`config.mk`:
```
export PLATFORM = sky130hd
export DESIGN_NAME = accumulator_load_decode
export DESIGN_NICKNAME = d
export VERILOG_FILES = /design/src/rtl/acc_load_pkg.sv /design/src/rtl/opcode_classifier.sv /design/src/rtl/accumulator_load_decode.sv
export VERILOG_INCLUDE_DIRS = /design/src /design/src/rtl
export SDC_FILE = /design/constraint.sdc
export NUM_CORES = 1
export LEC_CHECK = 0
export BUFFER_PORTS_ARGS = -buffer_cell sky130_fd_sc_hd__buf_2
export CAP_MARGIN = 10
export CORE_MARGIN = 5
export CORE_UTILIZATION = 51
export CTS_CLUSTER_DIAMETER = 50
export DETAILED_ROUTE_END_ITERATION = 8
export GPL_TIMING_DRIVEN = 0
export PLACE_DENSITY = 0.84
export SYNTH_ARGS = -nofsm -noshare
export SYNTH_HDL_FRONTEND = slang
export SYNTH_SLANG_ARGS = --single-unit
```
`constraint.sdc`:
```
create_clock -name clk_sys -period 2.8 [get_ports clk_sys]
set_input_delay 0.28 -clock clk_sys [delete_from_list [all_inputs] [get_ports clk_sys]]
set_output_delay 0.28 -clock clk_sys [all_outputs]
set_load 0.03 [all_outputs]
```
`src/rtl/acc_load_params.svh`:
```
// constants for the accumulator load decoder: opcodes, field positions, reset values
// assumes a 10-bit instruction word and a 4-bit data path
`ifndef ACC_LOAD_PARAMS_SVH
`define ACC_LOAD_PARAMS_SVH

// instruction word and data widths
`define INSTR_W            10
`define DATA_W             4

// opcodes of the five accumulator loads
`define OP_LOAD_IC_TWO     10'h055
`define OP_LOAD_TC_ONE     10'h24b
`define OP_LOAD_TC_TWO     10'h24c
`define OP_LOAD_TC_SIX     10'h250
`define OP_LOAD_RAM_COL    10'h052

// one-hot source select bit positions
`define SRC_BIT_NONE       0
`define SRC_BIT_IC_TWO     1
`define SRC_BIT_TC_ONE     2
`define SRC_BIT_TC_TWO     3
`define SRC_BIT_TC_SIX     4
`define SRC_BIT_RAM_COL    5

// reset values
`define ACC_RST            4'h0
`define CARRY_RST          1'b0
`define OPCODE_RST         10'h000
`define RETIRE_CNT_RST     16'h0000

// every handled instruction takes one word and one cycle
`define LOAD_WORDS         1
`define LOAD_CYCLES        1

`endif

```
`src/rtl/acc_load_pkg.sv`:
```
// types shared by the accumulator load decoder and its opcode classifier
// assumes acc_load_params.svh is on the include path
`include "acc_load_params.svh"

package acc_load_pkg;

  // one-hot source selection for the accumulator
  typedef enum logic [5:0] {
    SRC_NONE    = 6'b000001,
    SRC_IC_TWO  = 6'b000010,
    SRC_TC_ONE  = 6'b000100,
    SRC_TC_TWO  = 6'b001000,
    SRC_TC_SIX  = 6'b010000,
    SRC_RAM_COL = 6'b100000
  } acc_src_t;

  // contents of every register that may feed the accumulator
  typedef struct packed {
    logic [`DATA_W-1:0] interrupt_control_two;
    logic [`DATA_W-1:0] timer_control_one;
    logic [`DATA_W-1:0] timer_control_two;
    logic [`DATA_W-1:0] timer_control_six;
    logic [`DATA_W-1:0] ram_column_reg;
  } src_regs_t;

  // instruction fetched from program memory
  typedef struct packed {
    logic               valid;
    logic [`INSTR_W-1:0] word;
  } instr_t;

  // result of classifying one instruction word
  typedef struct packed {
    logic     hit;
    acc_src_t src;
  } decode_t;

  // write from the rest of the core for instructions not handled here
  typedef struct packed {
    logic               acc_we;
    logic [`DATA_W-1:0] acc_data;
    logic               carry_we;
    logic               carry_data;
    logic               skip_req;
  } core_wr_t;

endpackage

```
`src/rtl/opcode_classifier.sv`:
```
// opcode classifier: maps a 10-bit instruction word to an accumulator source
// assumes acc_load_pkg is compiled first; purely combinational
`timescale 1ns/100ps
`include "acc_load_params.svh"

module opcode_classifier (
  // instruction in
  input  wire logic [`INSTR_W-1:0]   word,
  // classification out
  output acc_load_pkg::decode_t      dec
);
  import acc_load_pkg::*;

  // full 10-bit compare, no partial decode
  function automatic decode_t classify(input logic [`INSTR_W-1:0] w);
    decode_t r;
    r.hit = 1'b1;
    case (w)
      `OP_LOAD_IC_TWO:  r.src = SRC_IC_TWO;
      `OP_LOAD_TC_ONE:  r.src = SRC_TC_ONE;
      `OP_LOAD_TC_TWO:  r.src = SRC_TC_TWO;
      `OP_LOAD_TC_SIX:  r.src = SRC_TC_SIX;
      `OP_LOAD_RAM_COL: r.src = SRC_RAM_COL;
      default: begin
        r.hit = 1'b0;
        r.src = SRC_NONE;
      end
    endcase
    return r;
  endfunction

  // decode the word as it stands
  always_comb begin
    dec = classify(word);
  end

endmodule

```
`src/rtl/accumulator_load_decode.sv`:
```
// accumulator load decoder: five single-word loads of the 4-bit accumulator
// a core write in a cycle with a handled load is dropped, not queued
// assumes instruction words arrive synchronous to clk_sys, one per cycle at most
// assumes src_regs show each register's current contents in the cycle the word is taken
//
// Behaviour
// RULE_01: opcode 1001001011 loads all four accumulator bits from timer control one.
// RULE_02: opcode 1001001100 loads the accumulator from timer control two.
// RULE_03: opcode 1001010000 loads the accumulator from timer control six.
// RULE_04: opcode 052 hex loads the accumulator from register X.
// RULE_05: a distinct opcode loads the accumulator from interrupt control two.
// RULE_06: reading timer control six returns its value and leaves it unchanged.
// RULE_07: each load is one word, one cycle, keeps carry, never skips.
`timescale 1ns/100ps
`include "acc_load_params.svh"

module accumulator_load_decode (
  // clock and reset
  input  wire logic                        clk_sys,
  input  wire logic                        rstn,
  // instruction from program memory
  input  acc_load_pkg::instr_t             instr,
  // register contents that may be copied
  input  acc_load_pkg::src_regs_t          src_regs,
  // writes from the rest of the core
  input  acc_load_pkg::core_wr_t           core_wr,
  // architectural state
  output logic [`DATA_W-1:0]               acc_q,
  output logic                             carry_flag_q,
  // per-instruction results
  output logic                             load_done_q,
  output logic                             skip_next_q,
  output acc_load_pkg::acc_src_t           src_q,
  output logic [`INSTR_W-1:0]              last_opcode_q,
  output logic                             tc_six_read_q,
  output logic                             unhandled_q,
  output logic [15:0]                      retire_cnt_q
);
  import acc_load_pkg::*;

  decode_t             dec;
  logic                take;
  logic [`DATA_W-1:0]  sel_data;
  logic [`DATA_W-1:0]  acc_d;
  logic                carry_d;
  logic                skip_d;
  logic                done_d;
  acc_src_t            src_d;
  logic                tc_six_rd_d;
  logic                unhandled_d;
  logic [`INSTR_W-1:0] opcode_d;
  logic [15:0]         cnt_d;

  // classify the incoming word
  opcode_classifier u_classify (
    .word (instr.word),
    .dec  (dec)
  );

  // a word is acted on only when valid and recognised
  assign take = instr.valid & dec.hit;

  // pick the source register, full four bits each
  function automatic logic [`DATA_W-1:0] pick(input acc_src_t s, input src_regs_t r,
                                              input logic [`DATA_W-1:0] keep);
    logic [`DATA_W-1:0] v;
    v = keep;
    case (s)
      SRC_IC_TWO:  v = r.interrupt_control_two;  // see RULE_05
      SRC_TC_ONE:  v = r.timer_control_one;      // see RULE_01
      SRC_TC_TWO:  v = r.timer_control_two;      // see RULE_02
      SRC_TC_SIX:  v = r.timer_control_six;      // see RULE_03
      SRC_RAM_COL: v = r.ram_column_reg;         // see RULE_04
      SRC_NONE:    v = keep;
      default:     v = keep;
    endcase
    return v;
  endfunction

  // source mux, a pure read of the selected register
  always_comb begin
    sel_data = pick(dec.src, src_regs, acc_q);  // see RULE_06
  end

  // accumulator next value: a handled load wins over a core write
  always_comb begin
    acc_d = acc_q;
    if (take) begin
      acc_d = sel_data;
    end else if (core_wr.acc_we) begin
      acc_d = core_wr.acc_data;
    end
  end

  // carry is never written by a handled load
  always_comb begin
    carry_d = carry_flag_q;
    if (!take && core_wr.carry_we) begin  // see RULE_07
      carry_d = core_wr.carry_data;
    end
  end

  // skip of the next word is suppressed for a handled load
  always_comb begin
    skip_d = 1'b0;
    if (!take) begin  // see RULE_07
      skip_d = core_wr.skip_req;
    end
  end

  // per-instruction pulses low and src_d at SRC_NONE unless a word is acted on
  always_comb begin
    done_d      = take;  // see RULE_07
    src_d       = SRC_NONE;
    tc_six_rd_d = 1'b0;
    if (take) begin
      src_d       = dec.src;
      tc_six_rd_d = (dec.src == SRC_TC_SIX);  // see RULE_06
    end
  end

  // valid word outside the five loads, left to the rest of the core
  always_comb begin
    unhandled_d = instr.valid & ~dec.hit;
  end

  // opcode record moves only on a handled load
  always_comb begin
    opcode_d = last_opcode_q;
    if (take) begin
      opcode_d = instr.word;
    end
  end

  // retire count, wraps at all ones
  always_comb begin
    cnt_d = retire_cnt_q;
    if (take) begin
      cnt_d = retire_cnt_q + 16'h0001;
    end
  end

  // accumulator register, updated in the same cycle the word is taken
  always_ff @(posedge clk_sys or negedge rstn) begin
    if (!rstn) begin
      acc_q <= `ACC_RST;
    end else begin
      acc_q <= acc_d;  // see RULE_07
    end
  end

  // carry flag
  always_ff @(posedge clk_sys or negedge rstn) begin
    if (!rstn) begin
      carry_flag_q <= `CARRY_RST;
    end else begin
      carry_flag_q <= carry_d;
    end
  end

  // skip request towards the fetch stage
  always_ff @(posedge clk_sys or negedge rstn) begin
    if (!rstn) begin
      skip_next_q <= 1'b0;
    end else begin
      skip_next_q <= skip_d;
    end
  end

  // one-cycle completion pulse
  always_ff @(posedge clk_sys or negedge rstn) begin
    if (!rstn) begin
      load_done_q <= 1'b0;
    end else begin
      load_done_q <= done_d;  // see RULE_07
    end
  end

  // source record, one cycle per load
  always_ff @(posedge clk_sys or negedge rstn) begin
    if (!rstn) begin
      src_q <= SRC_NONE;
    end else begin
      src_q <= src_d;
    end
  end

  // read strobe for timer control six, no write path back to it
  always_ff @(posedge clk_sys or negedge rstn) begin
    if (!rstn) begin
      tc_six_read_q <= 1'b0;
    end else begin
      tc_six_read_q <= tc_six_rd_d;  // see RULE_06
    end
  end

  // valid word that is not one of the five loads
  always_ff @(posedge clk_sys or negedge rstn) begin
    if (!rstn) begin
      unhandled_q <= 1'b0;
    end else begin
      unhandled_q <= unhandled_d;
    end
  end

  // last opcode handled here
  always_ff @(posedge clk_sys or negedge rstn) begin
    if (!rstn) begin
      last_opcode_q <= `OPCODE_RST;
    end else begin
      last_opcode_q <= opcode_d;
    end
  end

  // count of handled loads, wraps
  always_ff @(posedge clk_sys or negedge rstn) begin
    if (!rstn) begin
      retire_cnt_q <= `RETIRE_CNT_RST;
    end else begin
      retire_cnt_q <= cnt_d;
    end
  end

endmodule

```
==> out/qor.json <==
{
  "status": {"value": "completed"},
  "route.vias.total": {"value": 1734},
  "dpl-instance-area": {"value": 0.00245, "unit": "mm²"},
  "cts.hold.buffers_added": {"value": 0},
  "start_util": {"value": 0.535},
  "syn-mean-instance-area": {"value": 10.9, "unit": "µm²"},
  "detailed_routing_iteration_count_for_the_pre_antenna_repair_pass": {"value": 4},
  "areaGrowthSynthToFinish": {"value": 29.3, "unit": "%"},
  "fin_util": {"value": 0.692},
  "setup_viol": {"value": 0},
  "routed_wire_length_per_instance": {"value": 14.4, "unit": "µm"},
  "synth.yosys.seq_area_share": {"value": 0.517},
  "clock_insertion_delay_worst_skew": {"value": 0.29, "unit": "ns"},
  "route.detailed.drc": {"value": 0},
  "grt_max_degree": {"value": 42},
  "count_of_endpoints_failing_hold_in_the_final_timing_report": {"value": 0},
  "cts_resized": {"value": 0},
  "final.setup.worst_slack": {"value": 0.953, "unit": "ns"},
  "wl": {"value": 4.60, "unit": "mm"},
  "design.final.nets": {"value": 312},
  "syn_nets": {"value": 224},
  "pwr_density_cell": {"value": 489, "unit": "mW/mm²"},
  "leakage": {"value": 0.00131, "unit": "µW"},
  "num_rows": {"value": 22},
  "required": {"value": 3.01, "unit": "ns"},
  "antenna_found_initial": {"value": 0},
  "totalNegativeSetupSlack": {"value": 0, "unit": "ns"},
  "end_kind": {"value": "flop"},
  "placeableCoreArea": {"value": 0.00372, "unit": "mm²"},
  "min-delay-path-class": {"value": "primary input to async pin"},
  "floorplan.io_pins": {"value": 82},
  "post_synth_inst_count": {"value": 182},
  "final.period_utilization": {"value": 0.660},
  "r2r-end": {"value": "retire_cnt_q[15]"},
  "detail-route-antenna-nets": {"value": 0},
  "max_freq": {"value": 0.541, "unit": "GHz"},
  "design_area_final": {"value": 0.00257, "unit": "mm²"},
  "die_w": {"value": 72.4, "unit": "µm"},
  "number_of_max_slew_violations_in_the_final_report": {"value": 0},
  "cts_htree_levels": {"value": 2},
  "timing.critical_path.from_type": {"value": "flop"},
  "number_of_global_route_vias_before_repair": {"value": 1663},
  "yosys.cell_types.count": {"value": 45},
  "drive_gt1_frac": {"value": 0.399},
  "critPathArrivalTime": {"value": 2.06, "unit": "ns"},
  "r2r_setup_slack": {"value": 0.95, "unit": "ns"},
  "max_slew.worst_pin.slew": {"value": 0.865, "unit": "ns"},
  "clkSinkCount": {"value": 41},
  "timing.critical_path.from": {"value": "retire_cnt_q[3]"},
  "synthesis.area": {"value": 0.00199, "unit": "mm²"},
  "crit_path_max_incr_delay": {"value": 0.49, "unit": "ns"},
  "postCtsSetupBuffers": {"value": 0},
  "grt_overflow": {"value": 0},
  "worst_clock_skew": {"value": 0.00215, "unit": "ns"},
  "tritoncts.num_buffers": {"value": 5},
  "whs": {"value": 0.101, "unit": "ns"},
  "grt_use_total": {"value": 0.186},
  "tritoncts_clock_tree": {"value": "yes"},
  "pre_cts_ws": {"value": 0.812, "unit": "ns"},
  "clkSlewWorstSetupHoldPaths": {"value": 0.07, "unit": "ns"},
  "critical-path-slowest-cell": {"value": "or3_1"},
  "cp_cell_sequence": {"value": "and3_1 > nand3_1 > or3_1 > nor3_2 > xor2_1"},
  "finalWeightedCongestion": {"value": 0.802},
  "yosys_warnings": {"value": 0},
  "routed_via_density": {"value": 5.44},
  "r2r_start": {"value": "retire_cnt_q[3]"},
  "die-height": {"value": 72.4, "unit": "µm"},
  "r2r.worst_path.cells": {"value": 5},
  "synth-seq-cells": {"value": 41},
  "timing.final.crit_period": {"value": 1.85, "unit": "ns"},
  "worstSetupEndpoint": {"value": "retire_cnt_q[15]"},
  "clock-root-buffer": {"value": "clkbuf_8"},
  "maxCapViolCount": {"value": 0},
  "slew-limit-headroom": {"value": 0.423},
  "ir_worst_vdd": {"value": 0.258, "unit": "mV"},
  "synth_flop_cell": {"value": "dfrtp_1"},
  "crit_fanout": {"value": 7},
  "rsz_0062_raised_after_global_routing": {"value": "no"},
  "floorplan.die_area": {"value": 0.00525, "unit": "mm²"},
  "num-fill-cells": {"value": 321},
  "post_dp_hpwl": {"value": 3.61, "unit": "mm"},
  "crit_type": {"value": "flop to flop"},
  "cts.path.max_buffers": {"value": 2},
  "number_of_enable_flip_flop_cells_after_synthesis": {"value": 0},
  "diodes_inserted": {"value": 0},
  "port_buffers": {"value": 81},
  "first_iter_violations": {"value": 82},
  "synthArstFlopShare": {"value": 1.00},
  "grt_first_pass_wirelength": {"value": 7.61, "unit": "mm"}
}
[cell usage after synthesis (2+ instances only)]
| library cell | number | area (µm²) |
|---|---|---|
| a22oi_1 | 4 | 30.0 |
| a32oi_1 | 4 | 35.0 |
| and2_1 | 6 | 37.5 |
| and3_1 | 3 | 18.8 |
| buf_2 | 2 | 10.0 |
| clkbuf_1 | 2 | 7.51 |
| dfrtp_1 | 40 | 1000 |
| inv_1 | 3 | 11.3 |
| mux2_2 | 4 | 45.0 |
| nand2_1 | 31 | 116 |
| nand3_1 | 5 | 25.0 |
| nand4_1 | 6 | 37.5 |
| nor2_1 | 7 | 26.3 |
| nor2b_1 | 2 | 12.5 |
| nor3_2 | 4 | 40.0 |
| nor3b_1 | 4 | 30.0 |
| nor4_2 | 3 | 37.5 |
| o21ai_0 | 4 | 20.0 |
| o21ai_1 | 2 | 10.0 |
| o221a_1 | 3 | 33.8 |
| o22ai_1 | 2 | 12.5 |
| o31ai_1 | 3 | 22.5 |
| or3_1 | 2 | 12.5 |
| xnor2_1 | 9 | 78.8 |
| xor2_1 | 7 | 61.3 |
[cell families after synthesis]
logic type / after synthesis / share of synthesized area
mux: 5 / 0.0283
simple gates: 84 / 0.249
fa+ha+maj: 1 / 0.00629
flops: 41 / 0.517
xor+xnor: 16 / 0.0705
compound gates: 27 / 0.109
buf+inv: 8 / 0.0201
[area by class of cell]
cell class                      instances  area, µm²  area share
Multi-Input combinational cell        133        921       0.358
Inverter                                3       11.3     0.00438
Sequential cell                        41       1030       0.400
Clock inverter                          1       30.0      0.0117
Timing Repair Buffer                   81        405       0.158
Clock buffer                            7       86.3      0.0336
Tap cell                               48       60.1      0.0234
Buffer                                  5       28.8      0.0112
[worst min path at each step]
stage / from / slack [ns] / end / depth (start not counted)
2_1_floorplan: rstn / -0.02 / acc_q[0] / 0
6_report: rstn / 0.10 / acc_q[3] / 1
3_3_place_gp: rstn / 0.44 / src_q[4] / 1
3_5_place_dp: rstn / 0.45 / tc_six_read_q / 1
4_1_cts: rstn / 0.14 / tc_six_read_q / 1
5_1_grt: rstn / 0.18 / acc_q[3] / 1
[critical path, delay by kind of cell, from the launching register on]
kind          cells  cell delay (ns)
simple gates      4             1.18
flops             1             0.42
xor+xnor          1             0.16
[per-layer routing]
layer,vias to the layer above,share of wire,global-route usage
met5,-,0,0
met4,0,0.016,0.0615
met3,7,0.072,0.0402
met2,65,0.51,0.309
met1,829,0.41,0.241
li1,833,-,-
[state kept, by name, summed over array words and instances, names as in the netlist, 4 cells and up]
signal	cells
last_opcode_q	10
acc_q	4
retire_cnt_q	16
src_q	6
[cells in the final DEF, fill, tap and decap left out, types with 5 or more instances in the layout]
master	synthesis	layout
xor2_1	7	7
dfrtp_1	40	40
and2_1	6	6
nand4_1	6	6
buf_2	2	83
xnor2_1	9	9
nor2_1	7	7
nand2_1	31	31
clkbuf_8	0	6
nand3_1	5	5
[through the flow]
step	total power [µW]	cells
after floorplan	712	182
after global placement	783	311
after detailed placement	787	311
after CTS	1270	319
after global routing	1310	319
final	1260	319
[report_power, final]
part / switching [µW] / internal [µW]
sequential: 10.4 / 610
clock: 192 / 291
combinational: 94.1 / 58.2
total: 297 / 959
No activity file was read; power rests on OpenSTA's default activity.
